$ cat src/design/uaf_consts.svh
// Constants for the alternate address filter and transaction status block.
// Assumes a 250 MHz system clock and an 8-bit register port.
`ifndef UAF_CONSTS_SVH
`define UAF_CONSTS_SVH

`define UAF_OFF_STATUS   16'h7F93
`define UAF_OFF_ALT1     16'h7F99
`define UAF_OFF_ALT2     16'h7F9E
`define UAF_OFF_ALT3     16'h7F9F
`define UAF_OFF_IRQ_STAT 16'h7FA0
`define UAF_OFF_IRQ_MASK 16'h7FA1
`define UAF_ALT_RESET    8'h00
`define UAF_EN_BIT       7
`define UAF_ADDR_HI      6
`define UAF_REG_RESET    8'h00
`define UAF_ST_ERR       7
`define UAF_ST_TIMEOUT   6
`define UAF_ST_SETUP     5
`define UAF_ST_SOF       4
`define UAF_ST_PRE       3
`define UAF_ST_ACK       2
`define UAF_ST_BUSRST    1
`define UAF_ST_EOT       0
`define UAF_EP_LO2       4'h8
`define UAF_EP_HI2       4'hB
`define UAF_EP_LO3       4'hC
`define UAF_EP_HI3       4'hF
`define UAF_EP_LO1       4'h0
`define UAF_EP_HI1       4'hF
`define UAF_FLT_ONE      2'h1
`define UAF_FLT_TWO      2'h2
`define UAF_FLT_THREE    2'h3
`define UAF_CLK_MHZ      250
`define UAF_BIT_NS_X10   833
`define UAF_SE0_BITS     32
`define UAF_SE0_CYCLES   ((`UAF_SE0_BITS*`UAF_BIT_NS_X10*`UAF_CLK_MHZ+9999)/10000)
`define UAF_GAP_BITS     16
`define UAF_GAP_CYCLES   ((`UAF_GAP_BITS*`UAF_BIT_NS_X10*`UAF_CLK_MHZ+9999)/10000)
`define UAF_PID_SETUP    4'hD
`define UAF_PID_SOF      4'h5
`define UAF_PID_PRE      4'hC
`define UAF_PID_IN       4'h9
`define UAF_PID_OUT      4'h1
`define UAF_PID_ACK      4'h2

`endif

$ cat src/design/uaf_pkg.sv
// Types for the alternate address filter and transaction status block.
// Assumes the constants header is included by each user.
package uaf_pkg;

    // Token seen by the serial engine front end
    typedef struct packed {
        logic       valid;
        logic [3:0] pid;
        logic [6:0] addr;
        logic [3:0] ep;
    } uaf_token_type;

    // Endpoint match answer towards the endpoint logic
    typedef struct packed {
        logic       hit;
        logic [1:0] filter;
        logic [3:0] ep;
    } uaf_match_type;

    // Transaction tracker states
    typedef enum logic [1:0] {
        UAF_IDLE = 2'b00,
        UAF_BUSY = 2'b01,
        UAF_DONE = 2'b10
    } uaf_state_type;

endpackage : uaf_pkg

$ cat src/design/uaf_filter_status.sv
// Alternate address filters, transaction status flags and register port.
// Assumes token and packet events come from engine logic on clk_sys;
// the decoded SE0 line level comes from a pin and is synchronised here.
//
// The strobed register port is this design's own decision.
`timescale 1ns/10ps
`default_nettype none
`include "uaf_consts.svh"

module uaf_filter_status
    import uaf_pkg::*;
(
    input  wire logic          clk_sys,
    input  wire logic          reset,
    input  wire logic [15:0]   reg_addr,
    input  wire logic [7:0]    reg_wdata,
    input  wire logic          reg_wr,
    input  wire logic          reg_rd,
    output var  logic [7:0]    reg_rdata,
    input  wire uaf_token_type token_in,
    input  wire logic          pkt_start,
    input  wire logic          pkt_error,
    input  wire logic          sync_pre_seen,
    input  wire logic          line_se0,
    output var  uaf_match_type endpoint_match,
    output var  logic          engine_busy,
    output var  logic          irq
);

    // Filter registers; only the enable and address are stored
    logic [7:0]    alt1;
    logic [7:0]    alt2;
    logic [7:0]    alt3;
    logic [7:0]    status;
    logic [7:0]    irq_stat;
    logic [7:0]    irq_mask;
    logic [7:0]    prev_status;
    logic          se0_meta;
    logic          se0_sync;
    logic [9:0]    se0_count;
    logic [8:0]    gap_count;
    uaf_state_type state;
    uaf_state_type next_state;
    logic          txn_end;
    logic          gap_expired;
    uaf_match_type next_match;
    logic          token_open;     // Token PID, not a handshake
    logic [11:0]   se0_seen;       // Checker-only run length of SE0

    // Address compare, enable gating and endpoint range in one place
    function automatic logic filter_hit(input logic [7:0] cfg, input logic [6:0] addr,
                                        input logic [3:0] ep, input logic [3:0] lo,
                                        input logic [3:0] hi);
        filter_hit = cfg[`UAF_EN_BIT] && (cfg[`UAF_ADDR_HI:0] == addr)
                     && (ep >= lo) && (ep <= hi);
    endfunction : filter_hit

    // Register writes; all eight filter bits are read/write
    always_ff @(posedge clk_sys) begin
        if (reset) begin
            alt1 <= `UAF_ALT_RESET;
            alt2 <= `UAF_ALT_RESET;
            alt3 <= `UAF_ALT_RESET;
            irq_mask <= `UAF_REG_RESET;
        end else if (reg_wr) begin
            case (reg_addr)
                `UAF_OFF_ALT1: alt1 <= reg_wdata;
                `UAF_OFF_ALT2: alt2 <= reg_wdata;
                `UAF_OFF_ALT3: alt3 <= reg_wdata;
                `UAF_OFF_IRQ_MASK: irq_mask <= reg_wdata;
                default: ;
            endcase
        end
    end

    // Read data one cycle after the strobe; unmapped reads give zero
    always_ff @(posedge clk_sys) begin
        if (reset) begin
            reg_rdata <= 8'h00;
        end else if (reg_rd) begin
            case (reg_addr)
                `UAF_OFF_STATUS:   reg_rdata <= status;
                `UAF_OFF_ALT1:     reg_rdata <= alt1;
                `UAF_OFF_ALT2:     reg_rdata <= alt2;
                `UAF_OFF_ALT3:     reg_rdata <= alt3;
                `UAF_OFF_IRQ_STAT: reg_rdata <= irq_stat;
                `UAF_OFF_IRQ_MASK: reg_rdata <= irq_mask;
                default:           reg_rdata <= 8'h00;
            endcase
        end else begin
            reg_rdata <= 8'h00;
        end
    end

    // Endpoint match; alternate hits report the inverted endpoint
    always_comb begin
        next_match = '0;
        if (token_in.valid) begin
            // Priority keeps one answer should firmware overlap filters
            if (filter_hit(alt2, token_in.addr, token_in.ep,
                           `UAF_EP_LO2, `UAF_EP_HI2)) begin
                next_match.hit = 1'b1;
                next_match.filter = `UAF_FLT_TWO;
                next_match.ep = ~token_in.ep;
            end else if (filter_hit(alt3, token_in.addr, token_in.ep,
                                    `UAF_EP_LO3, `UAF_EP_HI3)) begin
                next_match.hit = 1'b1;
                next_match.filter = `UAF_FLT_THREE;
                next_match.ep = ~token_in.ep;
            end else if (filter_hit(alt1, token_in.addr, token_in.ep,
                                    `UAF_EP_LO1, `UAF_EP_HI1)) begin
                next_match.hit = 1'b1;
                next_match.filter = `UAF_FLT_ONE;
                next_match.ep = ~token_in.ep;
            end
        end
    end

    always_ff @(posedge clk_sys) begin
        if (reset) begin
            endpoint_match <= '0;
        end else begin
            endpoint_match <= next_match;
        end
    end

    // Two-flop synchroniser on the line level
    always_ff @(posedge clk_sys) begin
        if (reset) begin
            se0_meta <= 1'b0;
            se0_sync <= 1'b0;
        end else begin
            se0_meta <= line_se0;
            se0_sync <= se0_meta;
        end
    end

    // SE0 duration counter; saturates at the threshold
    // Ten bits: the threshold lies beyond 511 cycles and must not wrap
    always_ff @(posedge clk_sys) begin
        if (reset || !se0_sync) begin
            se0_count <= 10'h000;
        end else if (se0_count != 10'(`UAF_SE0_CYCLES)) begin
            se0_count <= se0_count + 10'h001;
        end
    end

    // Checker-only SE0 run length, wide enough never to wrap before the limit
    always_ff @(posedge clk_sys) begin
        if (reset || !se0_sync) begin
            se0_seen <= 12'h000;
        end else if (se0_seen != 12'hFFF) begin
            se0_seen <= se0_seen + 12'h001;
        end
    end

    // Inter-packet gap counter, runs only inside a transaction; a token restarts it
    always_ff @(posedge clk_sys) begin
        if (reset || state != UAF_BUSY || pkt_start || token_open) begin
            gap_count <= 9'h000;
        end else if (!gap_expired) begin
            gap_count <= gap_count + 9'h001;
        end
    end
    assign gap_expired = (gap_count == 9'(`UAF_GAP_CYCLES));

    // Transaction tracker: a token opens, handshake, error or gap closes
    always_comb begin
        next_state = state;
        case (state)
            UAF_IDLE: if (token_open) next_state = UAF_BUSY;
            UAF_BUSY: if (txn_end) next_state = UAF_DONE;
            UAF_DONE: if (token_open) next_state = UAF_BUSY;
            default:  next_state = UAF_IDLE;
        endcase
    end
    assign txn_end = pkt_error || gap_expired ||
                     (pkt_start && token_in.pid == `UAF_PID_ACK);
    // A handshake carries a PID too but must close, not reopen, the transaction
    assign token_open = token_in.valid && !pkt_start;

    always_ff @(posedge clk_sys) begin
        if (reset) begin
            state <= UAF_IDLE;
        end else begin
            state <= next_state;
        end
    end

    // Live status flags; outcome bits settle with the end flag rise
    always_ff @(posedge clk_sys) begin
        if (reset) begin
            status <= 8'h00;
        end else begin
            status[`UAF_ST_BUSRST] <= (se0_count == 10'(`UAF_SE0_CYCLES));
            status[`UAF_ST_PRE] <= sync_pre_seen;
            if (token_open) begin
                status[`UAF_ST_EOT]   <= 1'b0;
                status[`UAF_ST_SETUP] <= (token_in.pid == `UAF_PID_SETUP);
                status[`UAF_ST_SOF]   <= (token_in.pid == `UAF_PID_SOF);
                status[`UAF_ST_ERR]     <= 1'b0;
                status[`UAF_ST_TIMEOUT] <= 1'b0;
                status[`UAF_ST_ACK]     <= 1'b0;
            end else if (state == UAF_BUSY && txn_end) begin
                status[`UAF_ST_EOT]     <= 1'b1;
                status[`UAF_ST_ERR]     <= pkt_error;
                status[`UAF_ST_TIMEOUT] <= gap_expired && !pkt_error;
                status[`UAF_ST_ACK]     <= !pkt_error && !gap_expired;
            end
        end
    end

    always_ff @(posedge clk_sys) begin
        if (reset) begin
            engine_busy <= 1'b0;
        end else begin
            engine_busy <= (next_state == UAF_BUSY);
        end
    end

    // Interrupt: rising status bits are sticky; set wins over clear
    always_ff @(posedge clk_sys) begin
        if (reset) begin
            prev_status <= 8'h00;
            irq_stat <= 8'h00;
            irq <= 1'b0;
        end else begin
            prev_status <= status;
            irq_stat <= (irq_stat & ~((reg_wr && reg_addr == `UAF_OFF_IRQ_STAT) ?
                         reg_wdata : 8'h00)) | (status & ~prev_status);
            irq <= |(irq_stat & irq_mask);
        end
    end
endmodule : uaf_filter_status

`default_nettype wire

$ cat config.mk
export PLATFORM = sky130hd
export DESIGN_NAME = uaf_filter_status
export DESIGN_NICKNAME = d
export VERILOG_FILES = /design/src/design/uaf_pkg.sv /design/src/design/uaf_filter_status.sv
export VERILOG_INCLUDE_DIRS = /design/src /design/src/design
export SDC_FILE = /design/constraint.sdc
export NUM_CORES = 1
export LEC_CHECK = 0
export BUFFER_PORTS_ARGS = -buffer_cell sky130_fd_sc_hd__buf_2
export CELL_PAD_IN_SITES_DETAIL_PLACEMENT = 1
export CELL_PAD_IN_SITES_GLOBAL_PLACEMENT = 1
export CORE_MARGIN = 10
export CORE_UTILIZATION = 46
export CTS_CLUSTER_DIAMETER = 80
export DETAILED_ROUTE_END_ITERATION = 12
export PLACE_DENSITY = 0.94
export SETUP_SLACK_MARGIN = 0.2
export SLEW_MARGIN = 20
export SYNTH_ARGS = -nofsm -noshare
export SYNTH_HDL_FRONTEND = slang
export SYNTH_SLANG_ARGS = --single-unit
$ cat constraint.sdc
create_clock -name clk_sys -period 2.7 [get_ports clk_sys]
set_input_delay 0.54 -clock clk_sys [delete_from_list [all_inputs] [get_ports clk_sys]]
set_output_delay 0.54 -clock clk_sys [all_outputs]
set_load 0.005 [all_outputs]
Word level (Yosys, flattened, before mapping)
Index checks and enable logic that the tools add are counted.
{ "totals": {"elab_cells": 100, "reg_bits": 96, "input_bits": 48, "out_inout_bits": 17} }
{ "classes": {"n_lt_le_gt_ge": 5, "mux": 8, "eq_ne": 19, "bitwise_logic": 9, "reduce_logical": 36, "addsub": 2} }
{ "ops": {"columns": ["cell", "n"], "rows": [
  ["$eq 16x15->1 const B", 6],
  ["$pmux 8 s6", 1],
  ["$and 8x8->8", 3],
  ["$eq 7x7->1", 3],
  ["$mux 7", 3],
  ["$not 8->8", 2],
  ["$logic_and 1x1->1", 15],
  ["$add 10x1->10 const B", 1],
  ["$eq 10x10->1 const B", 1],
  ["$ne 10x10->1 const B", 1],
  ["$add 9x1->9 const B", 1],
  ["$eq 9x9->1 const B", 1],
  ["$ge 4x4->1 const B", 2],
  ["$le 4x4->1 const B", 2],
  ["$mux 8", 1],
  ["$or 8x8->8", 1],
  ["$reduce_and 2->1", 4],
  ["$reduce_or 2->1", 4],
  ["$reduce_or 8->1", 1],
  ["$logic_or 1x1->1", 6],
  ["$eq 2x1->1 const B", 2],
  ["$eq 4x2->1 const B", 1],
  ["$eq 4x3->1 const B", 1],
  ["$eq 4x4->1 const B", 1],
  ["10 further kinds", 15]
]} }

Depth between registers and ports, before layout
{ "logic_depth": {"word_depth": 7, "ltp_mapped": 6, "mapped_depth_nobuf": 5} }

Worst setup path before layout
No wires, ideal clock.
{ "synth_timing": {"path_type": "input port to flip-flop", "startpoint": "input reg_addr[2]", "endpoint": "register irq_stat[7]", "slack_ns": 0.701, "stages": 6, "t_required_ns": 2.583, "arrival_ns": 1.882, "setup_ns": 0.117, "path_cell_list": "or4b_1 buf_4 nor3_4 buf_6 nand3_2 a32o_1"} }
{ "synth_via": {"elab_chain_cells": 6} }
{ "synth_lines": {"columns": ["element", "line_no", "source"], "rows": [
  ["start, declared", "uaf_filter_status.sv:15", "input wire logic [15:0] reg_addr,"],
  ["$eq 16x15->1", null, null],
  ["$logic_and 1x1->1 (no source line)", null, null],
  ["$mux 8", "uaf_filter_status.sv:229", "irq_stat <= (irq_stat & ~((reg_wr && reg_addr == `UAF_OFF_IRQ_STAT) ?"],
  ["$not 8->8", "uaf_filter_status.sv:229", null],
  ["$and 8x8->8", "uaf_filter_status.sv:229", null],
  ["$or 8x8->8", "uaf_filter_status.sv:229", null],
  ["end signal, assigned", "uaf_filter_status.sv:229", null],
  ["end, declared", "uaf_filter_status.sv:35", "logic [7:0] irq_stat;"]
]} }
Every way passes these cells.
A chain may end at the register's enable or synchronous reset.

Worst setup path in the final report
{ "layout_timing": {"startpoint": "input reg_addr[2]", "endpoint": "register irq_mask[2]"} }
{ "layout_via": {"elab_chain_cells": 2} }
{ "layout_lines": {"columns": ["element", "line_no", "source"], "rows": [
  ["$eq 16x15->1", "uaf_filter_status.sv:66", "case (reg_addr)"],
  ["$reduce_and 2->1 (no source line)", null, null],
  ["end signal, assigned", "uaf_filter_status.sv:64", "irq_mask <= `UAF_REG_RESET;"],
  ["end signal, assigned", "uaf_filter_status.sv:70", "`UAF_OFF_IRQ_MASK: irq_mask <= reg_wdata;"],
  ["end, declared", "uaf_filter_status.sv:36", "logic [7:0] irq_mask;"]
]} }
Every way passes these cells.

==> reports/metrics.csv <==
metric,value,unit
outcome,"finished, final reports clean",
CP max FO,20,
Hold Worst Slack,0.323,ns
Critical Path RT,2.99,ns
WL per Instance,19.1,um
"Top FF cell, synth",dfxtp_1,
DIE AREA,13500,um^2
GPL Wtd Cong,0.897,
number of global-route vias before repair,4131,
Tmin final,2.05,ns
Worst Path Buf+Inv,1,
Top delay family on crit path,simple AND/OR/NAND/NOR gates,
Fin Setup TNS,0,ns
CTS buffer count,9,
"non-filler cells, final",641,
"flops & latches, synth",96,
crit start category,primary input,
clock transition at the registers of the reported paths,0.09,ns
number of flops mapped to enable cells by yosys,0,
clock tree root buffer cell,clkbuf_8,
"count leader, synth",dfxtp_1,
CP arrival,2.33,ns
Initial Util,0.467,
gr ovfl total,0,
Final Hold Fails,0,
worst-skew pair later-pin latency,0.36,ns
Synth area leaders,"dfxtp_1 45%, mux2i_1 7.8%, nand2_1 5.4%, xor2_1 4.9%, nand3_1 3.2%",
I/O pin count,65,
dominant cell type by area after synthesis,dfxtp_1,
syn nets,513,
TritonCTS clock tree,done,
endpoint type of the worst setup path,flop,
Tcrit/Tclk final,0.759,
final instance area,4880,um^2
DR vias,3694,
share of cells above drive strength 1,0.187,
Synth Warn #,0,
depth of the CTS H-tree,3,
first-pass iteration count of the detailed router,4,
DRT iter0 DRCs,165,
initial antenna violation count,0,
Slew headroom,0.662,
vias per cell,5.76,
worst vdd ir,0.000267,V
Slew @ Worst Pin,0.503,ns
Synth Instances,462,
final setup vio count,0,
number of clock sinks,96,
area share of the largest cell type after synthesis,0.452,
CTS Hold Bufs,0,
gr usage total,0.190,
Cell variety after synth,54,
Post-synth top cells,"96 x dfxtp_1, 61 x nand2_1, 33 x mux2i_1, 28 x nor2_1, 27 x nand3_1",
chip width,116,um
Setup CP Type,in2reg,
async set-or-reset flop fraction in the synthesized netlist,0,
leakage power,1.94,nW
Residual DRC,0,
first-pass GRT wire length,20500,um
DRT Wirelength,12200,um
mean area per synthesized cell,9.21,um^2
Power Dens Cells,520,nW/um^2
area delta synth->final,14.8,%
Layout Nets,576,
"slowest stage cell, crit path",or4b_1,
hold crit path type,in2reg,
max cap viols,0,
core outline area,9110,um^2
fin. max-slew vios,0,
Antenna Cells,0,
placed cell areas,4680,um^2
Clock Tree Buf Depth,2,
"Seq/Total Area, Yosys",0.452,
"Cell Chain, Critical Path",buf_2 > or4b_1 > nor2_1 > nand3_2 > mux2i_1,
synthesized cell area,4250,um^2
Worst Clk Skew,0.00975,ns
fmax,488,MHz
Std-Cell Rows,35,
Post-CTS Setup Inserts,0,
post-detail-place hpwl,9670,um
antenna-violating nets left,0,
IO buf count,64,
unrepaired setup endpoints after global routing,no,
Placed Cells,625,
Die Ht,116,um
pin count of the biggest net entering global routing,30,
"slowest stage delay, CP",0.75,ns
post-cts resize count,0,
## cell type report
type                       count  area, um^2
multi-input combinational    335        2200
clock buffer                  11         141
tap                          111         139
fill                        1082        4220
sequential                    96        1920
inverter                      12        45.0
timing repair buffer          71         373
clock inverter                 5        63.8
## placed cells by master (no fill, tap or decap), drive strengths merged, types with 7 or more instances in the layout
| master | instances |
|---|---|
| a21oi | 12 |
| a22oi | 11 |
| a31oi | 9 |
| a32o | 7 |
| buf | 71 |
| clkbuf | 11 |
| dfxtp | 96 |
| inv | 13 |
| mux2i | 33 |
| nand2 | 62 |
| nand3 | 30 |
| nor2 | 28 |
| nor2b | 14 |
| nor3b | 15 |
| o21ai | 10 |
| o31ai | 7 |
| xor2 | 24 |
## final timing paths
| kind | cells past startpoint | slack, ns | endpoint | start |
|---|---|---|---|---|
| worst max-delay path | 5 | 0.65 | irq_mask[2] | reg_addr[2] |
| worst min-delay path | 2 | 0.32 | endpoint_match[0] | token_in[0] |
| worst max register to register | 4 | 1.00 | endpoint_match[1] | alt2[5] |
| worst min register to register | 1 | 0.47 | se0_sync | se0_meta |
## worst register-to-register path, delay by kind of cell (launching register included)
kind | cells | cell delay (ns)
AND/OR/NAND/NOR | 2 | 0.74
flip-flops | 1 | 0.37
AO/OA/AOI/OAI | 1 | 0.32
XOR/XNOR | 1 | 0.18
## where the power goes
group,internal (mW),leakage [nW],switching [mW],total (mW)
Sequential,1.43,0.775,0.00805,1.43
Clock,0.460,0.100,0.501,0.961
Combinational,0.0527,1.06,0.0951,0.148
Total,1.94,1.94,0.604,2.54
## flip-flops by register name, summed over array words and instances (netlist names)
register / cells
alt3: 8
alt2: 8
alt1: 8
se0_sync: 1
engine_busy: 1
irq_mask: 8
status: 8
prev_status: 8
endpoint_match: 7
se0_count: 10
irq: 1
state: 2
se0_meta: 1
gap_count: 9
reg_rdata: 8
irq_stat: 8
## per-layer routing
layer | vias up | part of all wire | wire length (um) | global-route usage
met1 | 1801 | 0.42 | 5150 | 0.217
met3 | 25 | 0.047 | 572 | 0.0344
met5 | - | 0 | 0 | 0
met4 | 0 | 0.024 | 296 | 0.0851
met2 | 88 | 0.51 | 6210 | 0.339
li1 | 1780 | - | - | -
## kinds of logic after synthesis
group,synth area share
AOI/OAI and AO/OA,0.118
buffers and inverters,0.0324
and+or+nand+nor,0.249
DFF,0.452
adders and majority gates,0.00882
xor gates and xnor gates,0.0618
muxes,0.0776
## stage by stage
step	power, mW	util	worst slack, ns
2_1_floorplan	1.54	-	0.701
3_3_place_gp	1.60	0.514	0.398
3_5_place_dp	1.61	0.514	0.298
4_1_cts	2.56	0.536	0.651
5_1_grt	2.64	0.536	0.536
6_report	2.54	0.536	0.651
Note: power is estimated with default switching activity, not from simulation.
